`config.mk`:
```
export PLATFORM = sky130hd
export DESIGN_NAME = dsfe_top
export DESIGN_NICKNAME = d
export VERILOG_FILES = /design/src/rtl/dsfe_pkg.sv /design/src/rtl/dsfe_top.sv /design/src/rtl/dsfe_change_det.sv /design/src/rtl/dsfe_temp_route.sv
export SDC_FILE = /design/constraint.sdc
export NUM_CORES = 1
export LEC_CHECK = 0
export BUFFER_PORTS_ARGS = -buffer_cell sky130_fd_sc_hd__buf_2
export CAP_MARGIN = 20
export CORE_UTILIZATION = 59
export CTS_BUF_LIST = sky130_fd_sc_hd__clkbuf_16
export DETAILED_ROUTE_END_ITERATION = 10
export PLACE_DENSITY = 0.87
export SYNTH_ARGS = -nofsm -noshare
export SYNTH_HDL_FRONTEND = slang
export SYNTH_SLANG_ARGS = --single-unit
```
`constraint.sdc`:
```
create_clock -name clk -period 24.1 [get_ports clk]
set_input_delay 1.205 -clock clk [delete_from_list [all_inputs] [get_ports clk]]
set_output_delay 1.205 -clock clk [all_outputs]
set_load 0.02 [all_outputs]
```
`src/rtl/dsfe_pkg.sv`:
```
// Purpose: Shared constants, types and register map for the dual speed front end selector.
// Assumes: One 40 MHz clock, synchronous active-high reset, plain register port.
// Notes: Results are signed 16-bit codes; thresholds are whole percent of full range.
package dsfe_pkg;

  // Width of one conversion result.
  localparam int DATA_W = 16;
  // Width of a percent threshold field.
  localparam int PCT_W = 7;
  // Full range of a signed result in codes (2^16).
  localparam int FULL_RANGE = 65536;
  // Percent divisor used when scaling a threshold to codes.
  localparam int PCT_DIV = 100;
  // Reset value of the entry threshold in percent.
  localparam logic [PCT_W-1:0] THR_ENTRY_RST = 7'h0A;
  // Reset value of the return threshold in percent.
  localparam logic [PCT_W-1:0] THR_RETURN_RST = 7'h02;
  // Quiet period in slow conversion periods.
  localparam int QUIET_PERIODS = 2;

  // Register address width and offsets.
  localparam int ADDR_W = 4;
  localparam logic [ADDR_W-1:0] REG_CTRL = 4'h0;
  localparam logic [ADDR_W-1:0] REG_THR = 4'h1;
  localparam logic [ADDR_W-1:0] REG_TMAP = 4'h2;
  localparam logic [ADDR_W-1:0] REG_STAT = 4'h3;
  localparam logic [ADDR_W-1:0] REG_NVM = 4'h4;

  // Control register field positions.
  localparam int CTRL_DUAL_BIT = 0;
  localparam int CTRL_SCHEME_BIT = 1;
  localparam int CTRL_TEN_LSB = 4;
  localparam int CTRL_CAL1_BIT = 8;
  localparam int CTRL_CAL2_BIT = 9;
  // Threshold register field positions.
  localparam int THR_ENTRY_LSB = 0;
  localparam int THR_RETURN_LSB = 8;
  // Temperature map: two bits per logical channel.
  localparam int TMAP_W = 2;
  localparam int NUM_TCH = 3;
  localparam int NUM_TSRC = 4;
  // Reset routing: channel n takes source n.
  localparam logic [5:0] TMAP_RST = 6'h24;
  // Width of the stored parameter group.
  localparam int NVM_W = 16;

  // Physical temperature source codes.
  typedef enum logic [1:0] {
    TSRC_ONCHIP = 2'h0,
    TSRC_EXT_A = 2'h1,
    TSRC_EXT_B = 2'h2,
    TSRC_EXT_C = 2'h3
  } dsfe_tsrc_t;

  // Selector states, one-hot.
  typedef enum logic [1:0] {
    SEL_SLOW = 2'b01,
    SEL_FAST = 2'b10
  } dsfe_sel_t;

  // One conversion result with its strobe.
  typedef struct packed {
    logic valid;
    logic signed [DATA_W-1:0] data;
  } dsfe_sample_t;

  // Temperature reading with plus and minus halves.
  typedef struct packed {
    logic valid;
    logic signed [DATA_W-1:0] pos;
    logic signed [DATA_W-1:0] neg;
  } dsfe_temp_t;

endpackage

```
`src/rtl/dsfe_top.sv`:
```
// Purpose: Dual speed front end selection and temperature channel routing.
// Assumes: Front-end results arrive as one-cycle strobes on the system clock.
// Notes: Registers are reached over a plain strobe port with one-cycle read data.
// Function
// - Output follows exactly one front end.
// - In dual speed the slow front end keeps bridge excitation on.
// - Large fast change switches output to fast.
// - Two quiet slow periods return to slow.
// - Percent thresholds reset to 10 and 2.
// - Any of four sources to three channels.
// - Each front end converts its own sensors.
// - Scheme picks differential or plus-only reading.
// - Dual speed allows temperature on fast only.
// - Channel one uses temperature channel one.
// - Channel two uses temperature channel two.
// - Derived channel from channels one and two.
// - Only parameter group goes to stored memory.
//
// The strobed register port and the register offsets were left to the implementer.
`timescale 1ns/1ps
module dsfe_top
  import dsfe_pkg::*;
#(
  parameter int QUIET = QUIET_PERIODS
) (
  input wire logic clk,
  input wire logic rst,
  input wire logic [dsfe_pkg::ADDR_W-1:0] reg_addr,
  input wire logic [31:0] reg_wdata,
  input wire logic reg_wr,
  input wire logic reg_rd,
  output logic [31:0] reg_rdata,
  input wire dsfe_pkg::dsfe_sample_t fast_res,
  input wire dsfe_pkg::dsfe_sample_t slow_res,
  input wire dsfe_pkg::dsfe_sample_t main_two_res,
  input wire dsfe_pkg::dsfe_temp_t [dsfe_pkg::NUM_TSRC-1:0] temp_src,
  output logic bridge_bias_en,
  output logic [dsfe_pkg::NUM_TSRC-1:0] temp_conv_en,
  output dsfe_pkg::dsfe_sample_t main_channel_one,
  output logic signed [dsfe_pkg::DATA_W-1:0] main_channel_one_temp,
  output dsfe_pkg::dsfe_sample_t main_channel_two,
  output logic signed [dsfe_pkg::DATA_W-1:0] main_channel_two_temp,
  output dsfe_pkg::dsfe_sample_t derived_main_channel,
  output dsfe_pkg::dsfe_sample_t [dsfe_pkg::NUM_TCH-1:0] logical_temp_channels,
  output logic sel_fast,
  output logic [dsfe_pkg::NVM_W-1:0] nvm_param_data,
  output logic nvm_param_wr
);
  import dsfe_pkg::*;

  if (QUIET < 1 || QUIET > 15) begin : g_bad_quiet
    $error("QUIET must be 1..15");
  end

  // Control fields written by software.
  logic dual_q; // Dual speed operation selected.
  logic scheme_q; // High for differential temperature readings.
  logic [NUM_TSRC-1:0] ten_q; // Requested temperature source enables.
  logic cal1_q; // Channel one uses temperature compensation.
  logic cal2_q; // Channel two uses temperature compensation.
  logic [PCT_W-1:0] thr_entry_q; // Entry threshold in percent.
  logic [PCT_W-1:0] thr_return_q; // Return threshold in percent.
  logic [NUM_TCH*TMAP_W-1:0] tmap_q; // Source pick per logical channel.
  logic [NVM_W-1:0] nvm_q; // Parameter group mirrored to stored memory.
  dsfe_sel_t sel_q; // Which front end feeds the output.
  logic big_change; // Fast path saw a change above entry threshold.
  logic quiet_done; // Fast path quiet for the required slow periods.
  logic [NUM_TSRC-1:0] ten_eff; // Enables after dual speed limits.
  logic [31:0] rd_d; // Read mux output.

  // Decodes a write strobe for one address.
  function automatic logic wr_hit(input logic wr, input logic [ADDR_W-1:0] a, input logic [ADDR_W-1:0] off);
    return wr && (a == off);
  endfunction

  // Control register: mode, scheme, enables and calibration choices.
  always_ff @(posedge clk) begin
    if (rst) begin
      dual_q <= 1'b0;
      scheme_q <= 1'b0;
      ten_q <= '0;
      cal1_q <= 1'b0;
      cal2_q <= 1'b0;
    end else if (wr_hit(reg_wr, reg_addr, REG_CTRL)) begin
      dual_q <= reg_wdata[CTRL_DUAL_BIT];
      scheme_q <= reg_wdata[CTRL_SCHEME_BIT];
      ten_q <= reg_wdata[CTRL_TEN_LSB +: NUM_TSRC];
      cal1_q <= reg_wdata[CTRL_CAL1_BIT];
      cal2_q <= reg_wdata[CTRL_CAL2_BIT];
    end
  end

  // Threshold register; values up to 127 percent are stored as written, without clipping.
  always_ff @(posedge clk) begin
    if (rst) begin
      thr_entry_q <= THR_ENTRY_RST;
      thr_return_q <= THR_RETURN_RST;
    end else if (wr_hit(reg_wr, reg_addr, REG_THR)) begin
      thr_entry_q <= reg_wdata[THR_ENTRY_LSB +: PCT_W];
      thr_return_q <= reg_wdata[THR_RETURN_LSB +: PCT_W];
    end
  end

  // Temperature routing register.
  always_ff @(posedge clk) begin
    if (rst) begin
      tmap_q <= TMAP_RST;
    end else if (wr_hit(reg_wr, reg_addr, REG_TMAP)) begin
      tmap_q <= reg_wdata[NUM_TCH*TMAP_W-1:0];
    end
  end

  // Only the parameter group is forwarded to stored memory; results never are.
  always_ff @(posedge clk) begin
    if (rst) begin
      nvm_q <= '0;
      nvm_param_wr <= 1'b0;
    end else begin
      nvm_param_wr <= wr_hit(reg_wr, reg_addr, REG_NVM);
      if (wr_hit(reg_wr, reg_addr, REG_NVM)) begin
        nvm_q <= reg_wdata[NVM_W-1:0];
      end
    end
  end
  assign nvm_param_data = nvm_q;

  // In dual speed the slow front end carries the bridge, so its sensors are off.
  always_comb begin
    ten_eff = ten_q;
    if (dual_q) begin
      ten_eff[TSRC_EXT_B] = 1'b0;
      ten_eff[TSRC_EXT_C] = 1'b0;
    end
  end
  assign temp_conv_en = ten_eff;

  // Excitation held on without gaps from the cycle after dual speed is selected.
  always_ff @(posedge clk) begin
    if (rst) begin
      bridge_bias_en <= 1'b0;
    end else begin
      bridge_bias_en <= dual_q;
    end
  end

  dsfe_change_det #(
    .QUIET(QUIET)
  ) u_det (
    .clk(clk),
    .rst(rst),
    .fast_in(fast_res),
    .slow_done(slow_res.valid),
    .thr_entry(thr_entry_q),
    .thr_return(thr_return_q),
    .big_change(big_change),
    .quiet_done(quiet_done)
  );

  // Selector: slow is the precise default, fast follows large changes.
  always_ff @(posedge clk) begin
    if (rst) begin
      sel_q <= SEL_SLOW;
    end else if (!dual_q) begin
      sel_q <= SEL_SLOW;
    end else begin
      unique case (sel_q)
        SEL_SLOW: begin
          if (big_change) begin
            sel_q <= SEL_FAST;
          end
        end
        SEL_FAST: begin
          if (quiet_done) begin
            sel_q <= SEL_SLOW;
          end
        end
        default: begin
          sel_q <= SEL_SLOW;
        end
      endcase
    end
  end
  assign sel_fast = (sel_q == SEL_FAST);

  // Channel one carries only the selected front end's result.
  always_ff @(posedge clk) begin
    if (rst) begin
      main_channel_one <= '0;
    end else begin
      main_channel_one.valid <= 1'b0;
      if (sel_q == SEL_FAST && fast_res.valid) begin
        main_channel_one <= fast_res;
      end else if (sel_q == SEL_SLOW && slow_res.valid) begin
        main_channel_one <= slow_res;
      end
    end
  end

  // Channel two passes its own sensor result; its data hold between results, like channel one.
  always_ff @(posedge clk) begin
    if (rst) begin
      main_channel_two <= '0;
    end else begin
      main_channel_two.valid <= main_two_res.valid;
      if (main_two_res.valid) begin
        main_channel_two.data <= main_two_res.data;
      end
    end
  end

  dsfe_temp_route u_route (
    .clk(clk),
    .rst(rst),
    .src(temp_src),
    .src_en(ten_eff),
    .scheme_diff(scheme_q),
    .tmap(tmap_q),
    .tch(logical_temp_channels)
  );

  // Compensation temperatures: zero when calibration does not need them.
  always_ff @(posedge clk) begin
    if (rst) begin
      main_channel_one_temp <= '0;
      main_channel_two_temp <= '0;
    end else begin
      main_channel_one_temp <= cal1_q ? logical_temp_channels[0].data : '0;
      main_channel_two_temp <= cal2_q ? logical_temp_channels[1].data : '0;
    end
  end

  // Derived channel is the difference of channels one and two.
  always_ff @(posedge clk) begin
    if (rst) begin
      derived_main_channel <= '0;
    end else begin
      derived_main_channel.valid <= main_channel_one.valid || main_channel_two.valid;
      derived_main_channel.data <= DATA_W'(main_channel_one.data - main_channel_two.data);
    end
  end

  // Read mux; unmapped addresses read zero.
  always_comb begin
    rd_d = '0;
    unique case (reg_addr)
      REG_CTRL: begin
        rd_d[CTRL_DUAL_BIT] = dual_q;
        rd_d[CTRL_SCHEME_BIT] = scheme_q;
        rd_d[CTRL_TEN_LSB +: NUM_TSRC] = ten_q;
        rd_d[CTRL_CAL1_BIT] = cal1_q;
        rd_d[CTRL_CAL2_BIT] = cal2_q;
      end
      REG_THR: begin
        rd_d[THR_ENTRY_LSB +: PCT_W] = thr_entry_q;
        rd_d[THR_RETURN_LSB +: PCT_W] = thr_return_q;
      end
      REG_TMAP: rd_d[NUM_TCH*TMAP_W-1:0] = tmap_q;
      REG_STAT: begin
        rd_d[0] = sel_fast;
        rd_d[1] = bridge_bias_en;
        rd_d[CTRL_TEN_LSB +: NUM_TSRC] = ten_eff;
      end
      REG_NVM: rd_d[NVM_W-1:0] = nvm_q;
      default: rd_d = '0;
    endcase
  end

  // Read data stands only in the cycle after the strobe.
  always_ff @(posedge clk) begin
    if (rst) begin
      reg_rdata <= '0;
    end else begin
      reg_rdata <= reg_rd ? rd_d : '0;
    end
  end
endmodule

```
`src/rtl/dsfe_change_det.sv`:
```
// Purpose: Change detector on successive fast front-end results.
// Assumes: Thresholds arrive in whole percent of full range.
// Notes: The quiet count is in slow conversion periods, not clock cycles.
`timescale 1ns/1ps
module dsfe_change_det
  import dsfe_pkg::*;
#(
  parameter int QUIET = QUIET_PERIODS
) (
  input wire logic clk,
  input wire logic rst,
  input wire dsfe_pkg::dsfe_sample_t fast_in,
  input wire logic slow_done,
  input wire logic [dsfe_pkg::PCT_W-1:0] thr_entry,
  input wire logic [dsfe_pkg::PCT_W-1:0] thr_return,
  output logic big_change,
  output logic quiet_done
);
  import dsfe_pkg::*;

  if (QUIET < 1 || QUIET > 15) begin : g_bad_quiet
    $error("QUIET must be 1..15");
  end

  // Scales a percent to a code count of the full range.
  function automatic logic [DATA_W:0] pct_to_codes(input logic [PCT_W-1:0] pct);
    logic [31:0] prod;
    prod = 32'(pct) * 32'(FULL_RANGE) / 32'(PCT_DIV);
    return prod[DATA_W:0];
  endfunction

  logic signed [DATA_W-1:0] prev_q; // Last fast result.
  logic have_prev_q; // A previous result exists.
  logic [DATA_W:0] diff; // Absolute step between results.
  logic signed [DATA_W:0] step;
  logic over_ret; // Step exceeds the return threshold.
  logic [3:0] quiet_q; // Slow periods seen without a large step.

  // Absolute difference of successive results, one bit wider to avoid wrap.
  always_comb begin
    step = DATA_W'(0) + ($signed({fast_in.data[DATA_W-1], fast_in.data}) - $signed({prev_q[DATA_W-1], prev_q}));
    diff = step[DATA_W] ? (DATA_W+1)'(-step) : step;
  end

  assign big_change = fast_in.valid && have_prev_q && (diff > pct_to_codes(thr_entry));
  assign over_ret = fast_in.valid && have_prev_q && (diff > pct_to_codes(thr_return));
  assign quiet_done = (quiet_q >= 4'(QUIET));

  // Keeps the previous fast result.
  always_ff @(posedge clk) begin
    if (rst) begin
      prev_q <= '0;
      have_prev_q <= 1'b0;
    end else if (fast_in.valid) begin
      prev_q <= fast_in.data;
      have_prev_q <= 1'b1;
    end
  end

  // Counts slow periods; a large step restarts it, so the step wins over a period end.
  always_ff @(posedge clk) begin
    if (rst) begin
      quiet_q <= '0;
    end else if (over_ret) begin
      quiet_q <= '0;
    end else if (slow_done && !quiet_done) begin
      quiet_q <= quiet_q + 4'h1;
    end
  end
endmodule

```
`src/rtl/dsfe_temp_route.sv`:
```
// Purpose: Routes four temperature sources onto three logical channels.
// Assumes: Each source reading is registered at its strobe.
// Notes: A scheme bit picks half the plus-minus difference or the plus-only value.
`timescale 1ns/1ps
module dsfe_temp_route
  import dsfe_pkg::*;
(
  input wire logic clk,
  input wire logic rst,
  input wire dsfe_pkg::dsfe_temp_t [dsfe_pkg::NUM_TSRC-1:0] src,
  input wire logic [dsfe_pkg::NUM_TSRC-1:0] src_en,
  input wire logic scheme_diff,
  input wire logic [dsfe_pkg::NUM_TCH*dsfe_pkg::TMAP_W-1:0] tmap,
  output dsfe_pkg::dsfe_sample_t [dsfe_pkg::NUM_TCH-1:0] tch
);
  import dsfe_pkg::*;

  // Converts a reading by the selected measurement scheme.
  function automatic logic signed [DATA_W-1:0] scheme_val(input dsfe_temp_t t, input logic dif);
    logic signed [DATA_W:0] d;
    d = $signed({t.pos[DATA_W-1], t.pos}) - $signed({t.neg[DATA_W-1], t.neg});
    return dif ? d[DATA_W:1] : t.pos;
  endfunction

  // One registered output per logical channel; any source may feed any channel.
  genvar c;
  generate
    for (c = 0; c < NUM_TCH; c++) begin : g_ch
      logic [TMAP_W-1:0] pick;
      assign pick = tmap[c*TMAP_W +: TMAP_W];
      always_ff @(posedge clk) begin
        if (rst) begin
          tch[c] <= '0;
        end else begin
          tch[c].valid <= src[pick].valid && src_en[pick];
          if (src[pick].valid && src_en[pick]) begin
            tch[c].data <= scheme_val(src[pick], scheme_diff);
          end
        end
      end
    end
  endgenerate
endmodule

```
======== After elaboration in Yosys (flattened, before gate mapping) ========
Index checks and enable logic that the tools add are counted.
operators by class
  $add $sub $neg .......................... 7
  multipliers ............................. 0
  div/mod/pow operators ................... 2
  order comparisons ....................... 6
  equal/unequal tests ..................... 8
  shift-type cells ........................ 0
  multiplexer cells ....................... 29
  bitwise gates (word level) .............. 5
  reductions and logical operators ........ 25
operators by type and width
  kind                   count
  $bmux 33 s2            3
  $mux 33                3
  $sub 16x16->17         4
  $div 23x7->32 const B  2
  $mux 17                3
  $mux 16                3
  $gt 17x17->1           2
  $neg 17->17            1
  $sub 16x16->16         1
  $logic_and 1x1->1      13
  $pmux 2 s3             2
  $reduce_or 2->1        6
  $pmux 2 s5             1
  $pmux 5 s2             1
  $lt 2x3->1 const B     3
  $eq 4x2->1 const B     2
  $pmux 2 s4             1
  $bmux 1 s2             3
  $mux 2                 3
  $not 1->1              5
  $add 4x1->4 const B    1
  $eq 4x1->1 const B     1
  $eq 4x3->1 const B     1
  $ge 4x2->1 const B     1
  other kinds (14)       16
storage, ports and cells
  flip-flop bits (word level) ............. 235
  latch bits .............................. 0
  bits in writable memories ............... 0
  bits in read-only memories .............. 0
  input port bits ......................... 223
  word-level logic and storage cells ...... 114
  memories kept ........................... 0

======== Logic depth before layout (Yosys ltp) ========
  word-level depth ........................ 7
  depth in mapped cells ................... 105
  mapped depth without buffers ............ 98

======== By module ========
From an unflattened synthesis, not the netlist that was laid out.
second synthesis, totals
  cells, all modules ...................... 3074
  area, all modules ....................... 24508.5 um2
modules (own cells, without submodules)
  module           times used  cells each  area an instance (um2)  sequential area each (um2)
  dsfe_change_det  1           1685        11663.7                 420.4
  dsfe_temp_route  1           724         6819.0                  1021.0
  dsfe_top         1           665         6025.8                  2942.8

======== Least setup slack after synthesis ========
Ideal clock, no wire load.
  path kind ............................... reg-to-reg
  from .................................... register thr_return_q[3]
  to ...................................... register u_det.quiet_q[2]
  library setup time ...................... 65 ps
  data arrival time ....................... 18943 ps
  slack ................................... 5092 ps
  stages on the path, launching flop included .. 104
  buffers on the path ..................... 6
  clock period less this slack ............ 19008 ps
  cells stage by stage .................... dfxtp_1 -> buf_2 -> or3_1 -> a32o_2 -> a211oi_4 -> ha_1 -> o21bai_1 -> nand4_1 -> and3_1 -> nor3_1 -> nand2b_1 -> buf_2 -> inv_2 -> ha_1 -> a21o_4 -> nand2_4 -> nand2_4 -> inv_4 -> (+68 left out) -> inv_1 -> nor3_1 -> ha_1 -> nor2b_1 -> o21a_1 -> o21a_1 -> o21ai_0 -> nand2b_1 -> a21oi_1 -> nor2b_1 -> o21ai_0 -> nand2b_1 -> a21oi_1 -> nor2_1 -> a211oi_1 -> o21ai_0 -> a41o_1 -> nor2_1
between the ends
  cells in the longest elaborated chain, start to end .. 4
RTL lines
  item                              line                   source
  start: declaration                dsfe_top.sv:62         logic [PCT_W-1:0] thr_return_q;
  start signal: assignment          dsfe_top.sv:100        thr_return_q <= reg_wdata[THR_RETURN_LSB +: PCT_W];
  $div 23x7->32                     dsfe_change_det.sv:28  prod = 32'(pct) * 32'(FULL_RANGE) / 32'(PCT_DIV);
  $gt 17x17->1                      dsfe_change_det.sv:46  assign over_ret = fast_in.valid && have_prev_q && (diff > pct_to_codes(thr_return));
  $logic_and 1x1->1                 dsfe_change_det.sv:46
  $reduce_or 2->1 (no source line)  --
  end signal: assignment            dsfe_change_det.sv:67  quiet_q <= quiet_q + 4'h1;
  end: declaration                  dsfe_change_det.sv:37  logic [3:0] quiet_q;
No other way between the ends.
A chain may end at the register's enable or synchronous reset.

======== Worst setup path in the final report ========
  from .................................... register thr_entry_q[1]
  to ...................................... register sel_q[1]
between the ends
  cells in the longest elaborated chain, start to end .. 5
RTL lines
  item                               line                   source
  start: declaration                 dsfe_top.sv:61         logic [PCT_W-1:0] thr_entry_q;
  start signal: assignment           dsfe_top.sv:99         thr_entry_q <= reg_wdata[THR_ENTRY_LSB +: PCT_W];
  $div 23x7->32                      dsfe_change_det.sv:28
  $gt 17x17->1                       dsfe_change_det.sv:45  assign big_change = fast_in.valid && have_prev_q && (diff > pct_to_codes(thr_entry));
  $logic_and 1x1->1                  dsfe_change_det.sv:45
  $ne 2x2->1 (no source line)        --
  $reduce_and 2->1 (no source line)  --
  end signal: assignment             dsfe_top.sv:169        sel_q <= SEL_FAST;
  end signal: assignment             dsfe_top.sv:174        sel_q <= SEL_SLOW;
  end signal: assignment             dsfe_top.sv:178        sel_q <= SEL_SLOW;
  end: declaration                   dsfe_top.sv:65         dsfe_sel_t sel_q;
No other way between the ends.

==> results.yml <==
outcome:
  status: "finished, final reports clean"
pwr:
  p_leak_nw: 11.43
  cellPowerDensity_nw_per_um2: 102.7
  ir_drop_v: 0.00009961
worst_setup_path:
  arrival_ps: 23120
  setup.worst_path.start_class: "flip-flop"
  reg2reg_depth: 87
  slowest_delay_ps: 630
  worstPathMaxFanout: 18
  worstReg2RegStart: "thr_entry_q[1]"
  path_common_cell: "ha_1"
  r2r_slack_ps: 1430
  cp_slowest_cell: "or4b_1"
  timing_worst_setup_path_type: "flip-flop to flip-flop"
  reg2reg_to: "sel_q[1]"
  cp.required_ps: 24540
  endpoint_kind: "flip-flop"
global_routing:
  antenna_found_initial: 31
  grt-ovfl-total: 0
  track_usage_pct: 38.81
  grt_max_degree: 100
  grt_pass1_wl_um: 126400
  grt_pass1_vias: 23026
clock_tree:
  clockRootBuffer: "clkbuf_16"
  htree_levels: 1
  insertion_delay_ps: 550
  cts.sinks: 219
  numCtsBuffers: 25
  cts_setup_buffers: 0
  cts.path.max_buffers: 3
  cts_tree: "done"
  path_clk_slew_ps: 60
  holdBufCountCts: 0
layout:
  syn_to_final_growth_pct: 12.23
  drive_gt1_share_pct: 22.40
  utilization_pct: 67.57
  nets: 3506
  final_area_um2: 26240
place:
  dp_hpwl_um: 63830
  place_area_um2: 25340
  port_buffers: 379
  gp_congestion: 0.9717
route:
  antenna_left: 0
  drt_iter0_markers: 2739
  drc: 0
  wl_per_cell_um: 22.32
  vias_per_cell: 6.747
  first_pass_iters: 7
  dr_total_vias: 24964
  routed_wl_um: 82570
die:
  die_w_um: 201.1
  rows: 72
  die_h_um: 201.1
  start_util_pct: 60.21
  die-area_um2: 40420
  ios: 412
  core_um2: 38830
sta:
  slew_headroom_pct: 18.54
  worst_clock_skew_ps: 21.68
  hold_viol_final: 0
  whs_ps: 439.3
  fmax_mhz: 44.11
  period_minus_slack_ps: 22670
  tightest_slew_ps: 1221
  setup_viol: 0
  fin_setup_tns_ps: 0
  rsz0062_at_grt: "no"
  slew_violations: 0
  period_share_pct: 94.07
synth:
  synthTopCellsByCount: "nand2_1 (292), nor2_1 (250), dfxtp_1 (219)"
  synth_cells: 2866
  ys_types: 141
  postSynthAreaPerCell_um2: 8.157
  ys.flop_type: "dfxtp_1"
  synthTopCellsByArea: "dfxtp_1 (19%), mux4_2 (9.5%), ha_1 (7.7%), nand2_1 (4.7%), nor2_1 (4.0%)"
  synth.top_cell.area_share_pct: 18.75
  synthArstFlopShare_pct: 0
  yosys.area.top_type: "dfxtp_1"
  yosysWarnings: 0
  synth_edf_count: 0
  yosysMostFrequentCell: "nand2_1"
  ys_seq_area_share_pct: 18.75
  synth-seq-cells: 219
  netlist_area_um2: 23380
run:
  cap_violations: 0
hold_path:
  hold_path_end: "u_det.quiet_q[3]"
  hp-start: "u_det.quiet_q[3]"
  whs_path_depth: 2
  hold_class: "flip-flop to flip-flop"
==> state kept, by name (all words and copies together), names as in the netlist, 2 cells and up <==
name	flops
nvm_param_data	16
main_channel_one	17
ten_q	4
main_channel_two	17
tmap_q	6
u_route.tch	51
derived_main_channel	17
main_channel_two_temp	16
main_channel_one_temp	16
thr_entry_q	7
u_det.prev_q	16
thr_return_q	7
reg_rdata	16
sel_q	2
u_det.quiet_q	4
==> cell usage in the layout, fill, tap and decap left out, types with 14 or more instances in the layout <==
master     instances
o21a_1            47
nand4_1           28
xor2_1            40
nor3_1            53
and2_1            61
a21o_1            89
buf_2            378
ha_1             143
o21ai_0          101
and3_1            21
or3_1             26
a211o_1           16
inv_1            129
nor2b_1           43
dfxtp_1          213
mux2i_1           82
clkbuf_16         25
o211ai_1          30
a21oi_1          174
a211oi_1          41
or2_2             15
mux2_2            22
nand3_1           73
conb_1            16
inv_2             17
a31oi_1           37
o21bai_1          18
o21ai_1           17
nor2_1           250
diode_2           30
nand2_1          291
nand2b_1          36
a22oi_1           34
a311oi_1          29
xnor2_1           62
o311ai_0          14
mux4_2            99
==> power breakdown <==
| part | internal, mW | switching, mW |
|---|---|---|
| Combinational | 0.722 | 1.23 |
| Sequential | 0.374 | 0.0101 |
| Clock | 0.199 | 0.163 |
| Total | 1.30 | 1.40 |
==> cells by family (layout without fill, tap and decap cells) <==
kind of cell	count (synthesis)	count (layout)	synth area share (%)
DFF	219	219	18.75
adders and majority gates	148	148	8.082
AOI/OAI and AO/OA	857	857	27.12
muxes	211	211	14.54
xor gates and xnor gates	103	103	3.859
and+or+nand+nor	1016	1016	22.00
other	1	46	0.01604
buffers and inverters	311	582	5.630
==> cell type report <==
cell class | count | area, um^2
Timing Repair Buffer | 392 | 2001
Multi-Input combinational cell | 2351 | 17820
Clock buffer | 25 | 625.6
Sequential cell | 219 | 4392
Antenna cell | 30 | 75.07
Clock inverter | 19 | 122.6
Tap cell | 518 | 648.1
Fill cell | 3235 | 12590
Inverter | 146 | 556.8
==> timing repair <==
action	CTS	global route
setup endpoints to repair	0	6
gates resized for setup	0	14
endpoints found under the hold margin	0	0
==> worst max-delay path by stage <==
| stage | startpoint | end | slack (ps) |
|---|---|---|---|
| floorplan | thr_return_q[3] | u_det.quiet_q[2] | 5090 |
| global placement | thr_entry_q[6] | sel_q[1] | 1700 |
| detailed placement | thr_entry_q[6] | sel_q[1] | 1180 |
| global route | thr_return_q[2] | u_det.quiet_q[2] | 10 |
| finish | thr_entry_q[1] | sel_q[1] | 1430 |
| CTS | thr_entry_q[6] | sel_q[1] | 1150 |
==> worst max-delay path, delay by kind of cell, from the launching register on <==
| family | cells | cell delay [ps] |
|---|---|---|
| muxes | 6 | 1670 |
| AOI/OAI and AO/OA | 20 | 4850 |
| buffers and inverters | 12 | 2910 |
| DFF | 1 | 480 |
| xor gates and xnor gates | 1 | 300 |
| and+or+nand+nor | 34 | 7240 |
| adders and majority gates | 14 | 5040 |
==> metrics by stage <==
step	power [mW]	setup slack, ps	instances
after floorplan	1.882	5092	2881
after global placement	2.232	1700	3625
after detailed placement	2.264	1176	3625
after CTS	2.634	1148	3669
after global routing	2.875	9.521	3691
final	2.695	1428	3700
==> routing by layer <==
metal / GRT usage, % / vias to the layer above / routed length (um)
met1: 51.21 / 11880 / 32860
met2: 60.43 / 1494 / 36100
met4: 17.23 / 6 / 4236
met5: 0 / - / 37
li1: - / 11318 / -
met3: 8.896 / 266 / 9341
(Power assumes the default switching activity.)
